## src/fprs_pkg.sv

```systemverilog
// package of constants and carrier types for the flash power-on reset sequencer host
// Contract
// - the host starts no access until 50 us after both supplies are good.
// - after cold reset a read needs a fresh select or enable fall or an address change.
// - a reset pulse is at least 200 ns low and pulse plus high-to-select is at least 50 us.
// - chip select goes low no earlier than 50 us after reset went low.
// - reset is high for at least 50 ns before chip select goes low.
// - a reset during power-up ends at the latest of the supply setups and the reset time; the host ends it at supply setup plus reset time.
// - once ready/busy is high the host may select at once.
// - chip select once high stays high for at least 20 ns.
package fprs_pkg;
  localparam int unsigned CLK_MHZ               = 200;
  localparam int unsigned CORE_SUPPLY_SETUP_US  = 50;
  localparam int unsigned IO_SUPPLY_SETUP_US    = 50;
  localparam int unsigned RESET_LOW_SEL_US      = 50;
  localparam int unsigned RESET_PULSE_NS        = 200;
  localparam int unsigned RESET_HIGH_SEL_NS     = 50;
  localparam int unsigned READY_ACCESS_NS       = 0;
  localparam int unsigned SELECT_HIGH_NS        = 20;
  // least times round up; only the select-high time is held to at least one cycle, and RB_CYC is zero
  localparam int unsigned SUPPLY_CYC = ((CORE_SUPPLY_SETUP_US > IO_SUPPLY_SETUP_US) ?
                                        CORE_SUPPLY_SETUP_US : IO_SUPPLY_SETUP_US) * CLK_MHZ;
  localparam int unsigned RPH_CYC    = RESET_LOW_SEL_US * CLK_MHZ;
  localparam int unsigned RP_CYC     = (RESET_PULSE_NS * CLK_MHZ + 999) / 1000;
  localparam int unsigned RH_CYC     = (RESET_HIGH_SEL_NS * CLK_MHZ + 999) / 1000;
  localparam int unsigned CEH_CYC0   = (SELECT_HIGH_NS * CLK_MHZ + 999) / 1000;
  localparam int unsigned CEH_CYC    = (CEH_CYC0 < 1) ? 1 : CEH_CYC0;
  localparam int unsigned RB_CYC     = READY_ACCESS_NS;
  localparam int unsigned CNT_W      = 16;

  // host sequencing states
  typedef enum logic [2:0] {
    FPRS_POWER_WAIT,
    FPRS_RESET_LOW,
    FPRS_RESET_HIGH,
    FPRS_READY_WAIT,
    FPRS_IDLE,
    FPRS_SELECT
  } fprs_state_t;

  // pins toward the flash
  typedef struct packed {
    logic reset_n;
    logic select_n;
  } fprs_pins_t;

  // user side status
  typedef struct packed {
    logic ready;
    logic busy;
  } fprs_stat_t;
endpackage

```

## src/fprs_host.sv

```systemverilog
// host controller that sequences power-on and hardware reset of the flash
`timescale 1ns/1ps
module fprs_host (
  input  wire logic              clk_i,
  input  wire logic              nrst_i,
  input  wire logic              supply_good_i,
  input  wire logic              ready_busy_out_i,
  input  wire logic              reset_req_i,
  input  wire logic              access_req_i,
  input  wire logic              access_done_i,
  output fprs_pkg::fprs_pins_t   pins_o,
  output fprs_pkg::fprs_stat_t   stat_o
);
  import fprs_pkg::*;

  typedef struct packed {
    fprs_state_t      state;
    logic [CNT_W-1:0] cnt;
    logic [CNT_W-1:0] rph;
    logic [CNT_W-1:0] ceh;
    fprs_pins_t       pins;
    fprs_stat_t       stat;
  } fprs_host_t;

  fprs_host_t st_r;
  fprs_host_t st_nxt;
  logic       supply_s;
  logic       rdy_s;

  // supply level and ready pin come from outside the clock domain
  fprs_sync u_sync_sup (
    .clk_i     (clk_i),
    .nrst_i    (nrst_i),
    .d_i       (supply_good_i),
    .rst_val_i (1'b0),
    .q_o       (supply_s)
  );

  // ready pin inverted in and out; reads ready for two edges after reset, which no state uses
  fprs_sync u_sync_rdy (
    .clk_i     (clk_i),
    .nrst_i    (nrst_i),
    .d_i       (~ready_busy_out_i),
    .rst_val_i (1'b1),
    .q_o       (rdy_s)
  );

  function automatic logic [CNT_W-1:0] sat_inc(input logic [CNT_W-1:0] v);
    sat_inc = (&v) ? v : v + 16'h0001;
  endfunction

  function automatic logic reached(input logic [CNT_W-1:0] v, input int unsigned lim);
    reached = (32'(v) >= lim);
  endfunction

  // next-state logic
  always_comb begin
    st_nxt     = st_r;
    st_nxt.cnt = sat_inc(st_r.cnt);
    st_nxt.rph = sat_inc(st_r.rph);
    st_nxt.ceh = st_r.pins.select_n ? sat_inc(st_r.ceh) : 16'h0000;
    case (st_r.state)
      FPRS_POWER_WAIT: begin
        // flash ignores controls here, so select stays high regardless
        st_nxt.pins.select_n = 1'b1;
        st_nxt.stat          = 2'b01;
        if (!supply_s) begin
          st_nxt.cnt = 16'h0000;
          st_nxt.rph = 16'h0000; // reset time counts from supply setup end
        end else if (!st_r.pins.reset_n && !reached(st_r.cnt, SUPPLY_CYC)) begin
          st_nxt.rph = 16'h0000;
        end
        if (supply_s && reached(st_r.cnt, SUPPLY_CYC)) begin
          if (!st_r.pins.reset_n) begin
            st_nxt.state = FPRS_RESET_LOW; // flash stays in hardware reset
          end else begin
            st_nxt.state = FPRS_RESET_HIGH; // flash goes to standby
            st_nxt.cnt   = 16'h0000;
          end
        end else if (reset_req_i) begin
          st_nxt.pins.reset_n = 1'b0;
        end
      end
      FPRS_RESET_LOW: begin
        st_nxt.pins.reset_n  = 1'b0;
        st_nxt.pins.select_n = 1'b1;
        st_nxt.stat          = 2'b01;
        // hold long enough for both pulse width and reset-low-to-select
        if (reached(st_r.rph, RPH_CYC) && reached(st_r.cnt, RP_CYC) && !reset_req_i) begin
          st_nxt.pins.reset_n = 1'b1;
          st_nxt.state        = FPRS_RESET_HIGH;
          st_nxt.cnt          = 16'h0000;
        end
      end
      FPRS_RESET_HIGH: begin
        if (reached(st_r.cnt, RH_CYC)) begin
          st_nxt.state = FPRS_READY_WAIT;
          st_nxt.cnt   = 16'h0000;
        end
      end
      FPRS_READY_WAIT: begin
        // busy low during reset work; select allowed at once when ready
        if (rdy_s && reached(st_r.cnt, RB_CYC)) begin
          st_nxt.state = FPRS_IDLE;
          st_nxt.stat  = 2'b10;
        end
      end
      FPRS_IDLE: begin
        st_nxt.stat = rdy_s ? 2'b10 : 2'b01;
        if (reset_req_i) begin
          // later reset becomes a warm reset in the flash
          st_nxt.state        = FPRS_RESET_LOW;
          st_nxt.pins.reset_n = 1'b0;
          st_nxt.stat         = 2'b01;
          st_nxt.cnt          = 16'h0000;
          st_nxt.rph          = 16'h0000;
        end else if (access_req_i && rdy_s && reached(st_r.ceh, CEH_CYC)) begin
          st_nxt.state         = FPRS_SELECT;
          st_nxt.pins.select_n = 1'b0; // fresh falling edge starts a valid read
        end
      end
      FPRS_SELECT: begin
        if (access_done_i || reset_req_i) begin
          st_nxt.state         = FPRS_IDLE;
          st_nxt.pins.select_n = 1'b1;
        end
      end
      default: begin
        st_nxt.state = FPRS_POWER_WAIT;
      end
    endcase
    if (!supply_s && st_r.state != FPRS_POWER_WAIT) begin
      // supply loss forces a full cold sequence
      st_nxt.state         = FPRS_POWER_WAIT;
      st_nxt.pins.select_n = 1'b1;
      st_nxt.stat          = 2'b01;
      st_nxt.cnt           = 16'h0000;
    end
  end

  // state register; reset drives flash reset low with select high
  always_ff @(posedge clk_i) begin
    if (!nrst_i) begin
      st_r.state <= FPRS_POWER_WAIT;
      st_r.cnt   <= 16'h0000;
      st_r.rph   <= 16'h0000;
      st_r.ceh   <= 16'h0000;
      st_r.pins  <= 2'b01;
      st_r.stat  <= 2'b01;
    end else begin
      st_r <= st_nxt;
    end
  end

  assign pins_o = st_r.pins;
  assign stat_o = st_r.stat;
endmodule // fprs_host

```

## src/fprs_sync.sv

```systemverilog
// two-flop synchroniser for pin inputs
`timescale 1ns/1ps
module fprs_sync (
  input  wire logic clk_i,
  input  wire logic nrst_i,
  input  wire logic d_i,
  input  wire logic rst_val_i,
  output logic      q_o
);
  typedef struct packed {
    logic s1;
    logic s2;
  } fprs_sync_t;
  fprs_sync_t st_r;
  fprs_sync_t st_nxt;

  // first stage feeds only the second
  always_comb begin
    st_nxt    = st_r;
    st_nxt.s1 = d_i;
    st_nxt.s2 = st_r.s1;
  end

  // reset value chosen per instance as a constant tie
  always_ff @(posedge clk_i) begin
    if (!nrst_i) begin
      st_r <= 2'b00;
    end else begin
      st_r <= st_nxt;
    end
  end

  assign q_o = st_r.s2 ^ rst_val_i;
endmodule // fprs_sync

```

## config.mk

```make
export PLATFORM = sky130hd
export DESIGN_NAME = fprs_host
export DESIGN_NICKNAME = d
export VERILOG_FILES = /design/src/fprs_pkg.sv /design/src/fprs_host.sv /design/src/fprs_sync.sv
export SDC_FILE = /design/constraint.sdc
export NUM_CORES = 1
export LEC_CHECK = 0
export BUFFER_PORTS_ARGS = -buffer_cell sky130_fd_sc_hd__buf_2
export CORE_MARGIN = 4
export CORE_UTILIZATION = 45
export CTS_CLUSTER_SIZE = 12
export DETAILED_ROUTE_END_ITERATION = 12
export MAX_ROUTING_LAYER = met4
export SYNTH_ARGS = -nofsm -noshare
export SYNTH_HDL_FRONTEND = slang
export SYNTH_HIERARCHICAL = 1
export SYNTH_SLANG_ARGS = --single-unit
export TNS_END_PERCENT = 5
```

## constraint.sdc

```tcl
create_clock -name clk_i -period 2.7 [get_ports clk_i]
set_input_delay 0.54 -clock clk_i [delete_from_list [all_inputs] [get_ports clk_i]]
set_output_delay 0.54 -clock clk_i [all_outputs]
set_load 0.03 [all_outputs]
```

==> results of run 1 <==
==> power by group <==
part	internal [W]	leakage [nW]	switching, W
clock	0.000447	0.0991	0.000354
combinational	0.0000404	0.706	0.0000709
sequential	0.000885	0.477	0.0000176
total	0.00137	1.28	0.000443
==> state kept, by name, indices dropped and copies added (netlist names) <==
register           flops
u_sync_sup/st_r        1
st_r                  51
stat_o                 2
u_sync_rdy/st_nxt      1
pins_o                 2
u_sync_sup/st_nxt      1
u_sync_rdy/st_r        1
==> cells by family (layout without fill, tap and decap cells) <==
group	Yosys count	in the layout	synth area share [%]
AO/OA/AOI/OAI	84	84	17.82
XOR/XNOR	33	33	8.629
adder cells (fa/ha/maj)	6	6	2.241
buffers and inverters	35	46	5.827
flip-flops	59	59	35.26
multiplexers	6	6	1.830
other	2	2	0.2242
AND/OR/NAND/NOR	167	167	28.17
==> per-layer routing <==
metal,wire length (microns),up-vias
met4,142,0
li1,-,1431
met1,3399,1248
met2,2961,48
met3,239,12
met5,0,-
==> placed cells by master, fill, tap and decap left out, types with 7 or more instances in the layout <==
master,synthesis,routed
xnor2_1,12,12
a211oi_1,8,8
and4_1,7,7
and3_1,9,9
a21oi_2,9,9
buf_2,2,10
clkbuf_8,0,10
nand3_1,21,21
inv_1,17,17
nor3_1,13,13
nand4_1,13,13
dfxtp_1,59,59
o21ai_0,16,16
xor2_1,21,21
nand2_1,25,25
a21oi_1,17,17
nor2_1,41,41
==> worst paths after layout <==
kind / end / start / cells after the start
worst min-delay path: u_sync_sup/st_nxt[0] / supply_good_i / 2
worst min register to register: u_sync_rdy/st_r[0] / u_sync_rdy/st_nxt[0] / 1
worst max register to register: st_r[40] / st_r[53] / 4
worst max-delay path: st_r[40] / st_r[53] / 4
==> per-stage QoR <==
step | power, W | hold WS, ns
2_1_floorplan | 0.001006 | 0.4057
3_3_place_gp | 0.001031 | 0.4133
3_5_place_dp | 0.001034 | 0.4178
4_1_cts | 0.001839 | 0.3944
5_1_grt | 0.001909 | 0.4008
6_report | 0.001815 | 0.4064
==> final cells by class <==
type / count / share of cell area [%]
clock buffers: 11 / 3.918
clock inverters: 5 / 1.456
inverters: 17 / 1.768
multi-input cells: 298 / 54.68
flip-flops and latches: 59 / 32.73
well taps: 99 / 3.433
repair buffers: 13 / 2.011
==> metrics.txt, run 1 <==
worst slew pin tran approximately 0.87 ns; CTS tree done; area growth from synthesis to layout 7.733%; initial core utilization a little under half; dpl cell area 0.003415 sq mm; CP bufs+invs 0; final std cells w/o fill 502; ys flop type dfxtp_1; die area around 0.0089 sq mm; clock buffer depth 2; Highest Clock Rate between 400 and 500 MHz; register area around 0.0012 sq mm; design area approximately 0.0036 sq mm; Synth Net Count between 400 and 500; clock root buffer clkbuf_8; largest net degree at the start of global routing 17; GP Congestion about 0.84; clock-pin slew on the worst setup and hold paths ~0.070 ns; met3 Track Usage GR a little under 4%; global-route wire length before repair 11960 microns; GRT Total Usage 17.23%; worst skew pair latency around 0.34 ns; RSZ-0062 raised after global routing no; I/O pin count 11; Vias/cell between 5 and 6; Setup TNS 0 ns; Min-Delay Path Class input port to flip-flop; synth top area cells dfxtp_1, xor2_1, nor2_1, nand3_1, xnor2_1; Post-CTS Resized 0; final wirelength about 6700 microns; crit-path cells nor3_1 > o21ai_1 > or3_1 > a221oi_2; vias in the first global route 2569; Die Span Y about 94 microns; hpwl dp about 4600 microns; CP endpoint kind flip-flop; pre-CTS WS 0.4220 ns; Detailed Route Iter0 Violations 114; Final Max Tran Viols 0; Port Buf Inserts 10; DR pass1 iterations 4; Final min period between 2 and 2.5 ns; number of buffers created by CTS 9; GR Util met2 between 20% and 30%; count of different cell masters after synthesis 58; top cell type's share of synthesized area 35.26%; die width 94.28 microns; met1 Usage GRT 22.81%; most instantiated library cell after synthesis dfxtp_1; Final Util approximately 50%; mapped cell area approximately 0.0033 sq mm; Yosys Warn Count 6; Final Hold Viols 0; Core Box Area a little over 0.007 sq mm; number of diodes 0; Gate Count Post-Synth between 300 and 400; Worst Path Arrival approximately 2.6 ns; global routing's busiest layer met2; startpoint types flip-flop; TritonCTS Sinks between 50 and 60; CP Class flip-flop to flip-flop; total gr overflow 0; Slew HR 41.90%; DRC viols 0; leak pwr between 1 and 1.5 nW; H-Tree Depth 3; WP data required 2.95 ns; layout cells sized above 1 a little over an eighth; slowest cell delay on critical path approximately 0.80 ns; setup slack after layout 0.3638 ns; CP Max Fanout 16; Register-to-Register Setup Slack 0.36 ns; wire length per cell ~13 microns; top cell type by total area after synthesis dfxtp_1; fillcell total between 700 and 800; outcome finished, final reports clean; maxcap violations 0; vias post-DR 2739; Post-synth EDFFs 0; asr flop ratio synth 0%; sequential share of the synthesized area between 30% and 40%; Hold-fix buffers, CTS 0; post-route ant nets 0; multi-input gate area in the final layout around 0.0020 sq mm; clock skew 0.007367 ns; num rows 31; synth cell count leaders dfxtp_1, nor2_1, nand2_1; VDD IR max 0.2529 mV; Placed Instances 486; Syn Area/Cell ~8.5 sq um; Crit path max-delay family simple AND/OR/NAND/NOR gates; final-report setup violation count 0; fin nets between 400 and 500; Power Density between 500 and 600 mW/mm^2; Tcrit/Tclk final slightly below 90%; initial antenna violation count 0; Seq cells post-synth between 50 and 60; Worst path slowest cell or3_1; Post-CTS Setup Repair Bufs 0
(Power assumes the default switching activity.)
==> inputs of run 2 (changes only) <==
Settings changed: GPL_TIMING_DRIVEN from default to 0.
==> run 2 against run 1 <==
- maximum frequency rose by 15%
- global-route usage rose by 0.29 points
- core utilization rose by 1.9 points
- sequential power barely moved
- design area rose by 3.9%
- sequential cell count did not move
- register-to-register slack improved by 0.31 ns
- cell count rose by 3.0%
- worst hold slack got worse by 0.0015 ns
- routed wire length rose by 2.8%
- total power rose by 6.8%
- non-clock buffer count rose by 15
- highest routed layer unchanged
==> metrics.txt, run 2 (synthesis gave the netlist of run 1 again) <==
outcome finished, final reports clean; slowest cell delay on critical path 0.47 ns (-0.33 ns); met2 WL 3181 microns (+7.4%); vias post-DR 2835 (+3.5%); NetSw 0.0004453 W (+0.57%); DR pass1 iterations 4 (unchanged); initial antenna violation count 0 (unchanged); Clock Power Share 47.4% (+3.3 points); startpoint types flip-flop; most common cell after layout, fill and taps aside dfxtp_1; worst slew pin tran 0.6151 ns (-0.2564 ns); Final Max Tran Viols 0 (unchanged); Slew HR 58.72% (+17 points); post-route ant nets 0 (unchanged); Final min period 2.030 ns (-0.3061 ns); H-Tree Depth 3 (unchanged); total gr overflow 0 (unchanged); met1 WL 3404 microns (+0.15%); area growth from synthesis to layout 11.95%; Min-Delay Path Class input port to flip-flop; max reg flops 51 (unchanged); worst skew pair latency 0.35 ns (about the same); clock-pin slew on the worst setup and hold paths 0.07 ns (about the same); Internal 0.001493 W (+8.8%); CP Class flip-flop to flip-flop; final-report setup violation count 0 (unchanged); GRT Total Usage 17.52% (+0.29 points); layout cells sized above 1 15.07% (+1.9 points); Die Span Y 94.28 microns (unchanged); Setup TNS 0 ns (unchanged); leak pwr 1.364 nW (+6.4%); Combinational Power Share 6.1% (about the same); Final Util 51.70% (+1.9 points); fillcell total 719 (-4.4%); GP Congestion 0.8711 (+3.5%); fin nets 426 (+3.6%); Detailed Route Iter0 Violations 97 (-15%); VDD IR max 0.3149 mV (+25%); Highest Clock Rate 492.6 MHz (+15%); die area 0.008888 sq mm (unchanged); hpwl dp 4940 microns (+6.8%); I/O pin count 11 (unchanged); Tcrit/Tclk final 75.19% (-11 points); top layer in use met4; design area 0.003750 sq mm (+3.9%); Post-CTS Setup Repair Bufs 0 (unchanged); crit-path cells xor2_1 > o21ai_1 > or3_1 > buf_6 > buf_12 > a21oi_2; DR WL met3 228 microns (-4.6%); Core Box Area 0.007253 sq mm (unchanged); multi-input gate area in the final layout 0.001973 sq mm (unchanged); clock skew 0.008825 ns (+0.001457 ns); Final Hold Viols 0 (unchanged); DRC viols 0 (unchanged); Worst path slowest cell or3_1; global-route wire length before repair 12080 microns (+1.0%); final hold slack 0.4049 ns (-0.001549 ns); sw frac 22.97% (-1.4 points); clock root buffer clkbuf_8; WP data required 2.98 ns (+0.03 ns); number of buffers created by CTS 9 (unchanged); commonest non-fill, non-tap cells in the layout dfxtp_1, nor2_1, nand2_1; final wirelength 6934 microns (+2.8%); CP Max Fanout 10 (-6); part of the power in registers 46.4% (-3.3 points); Post-CTS Resized 0 (unchanged); Most flops, register st_r; Power Density 516.9 mW/mm^2 (+2.8%); initial core utilization 46.18% (unchanged); largest net degree at the start of global routing 11 (-6); num rows 31 (unchanged); Vias/cell 5.484 (+0.50%); Worst Path Arrival 2.31 ns (-0.28 ns); Hold-fix buffers, CTS 0 (unchanged); die width 94.28 microns (unchanged); dpl cell area 0.003523 sq mm (+3.2%); vias in the first global route 2614 (+1.8%); TritonCTS Sinks 59 (unchanged); Port Buf Inserts 10 (unchanged); CP endpoint kind flip-flop; wire length per cell 13.41 microns (-0.14%); CTS tree done; maxcap violations 0 (unchanged); register area 0.001181 sq mm (unchanged); RSZ-0062 raised after global routing no; clock buffer depth 2 (unchanged); number of diodes 0 (unchanged)
## run 2: worst paths after layout
check | endpoint | from | slack (ns) | depth (start not counted)
setup / recovery | st_r[48] | u_sync_sup/st_r[0] | 0.67 | 6
hold / removal | u_sync_sup/st_nxt[0] | supply_good_i | 0.40 | 2
setup reg to reg | st_r[48] | u_sync_sup/st_r[0] | 0.67 | 6
hold reg to reg | u_sync_sup/st_r[0] | u_sync_sup/st_nxt[0] | 0.43 | 1
## run 2: power by group through the flow
stage                     registers [W]   logic, W  clock network, W
after global placement         0.000919   0.000117                 0
after CTS                      0.000900   0.000119          0.000946
after global routing           0.000903   0.000135          0.000971
after floorplan                0.000916  0.0000904                 0
after detailed placement       0.000920   0.000119                 0
final                          0.000900   0.000119          0.000919
## run 2: area by class of cell
type,count,share of cell area [%]
well taps,99,3.303
clock inverters,5,2.002
multi-input cells,298,52.62
plain buffers,18,3.504
repair buffers,10,1.335
inverters,17,1.702
clock buffers,11,4.037
flip-flops and latches,59,31.50
## run 2: per-stage QoR
stage	worst slack (ns)	power, W	std cells
floorplan	1.007	0.001006	392
global placement	0.7117	0.001036	501
detailed placement	0.6935	0.001039	501
CTS	0.6931	0.001965	517
global route	0.4483	0.002010	517
finish	0.6698	0.001938	517
## run 2: critical path: cells and delay by family, from the launching register on
| family | cells | cell delay [ns] |
|---|---|---|
| compound gates | 2 | 0.46 |
| xor+xnor | 1 | 0.41 |
| buf+inv | 2 | 0.31 |
| flops | 1 | 0.32 |
| simple gates | 1 | 0.47 |
## run 2: per-layer routing
| metal | global-route usage (%) | up-vias |
|---|---|---|
| met5 | - | - |
| met4 | 7.220 | 0 |
| met3 | 4.327 | 13 |
| met2 | 26.00 | 39 |
| met1 | 22.77 | 1321 |
| li1 | - | 1462 |
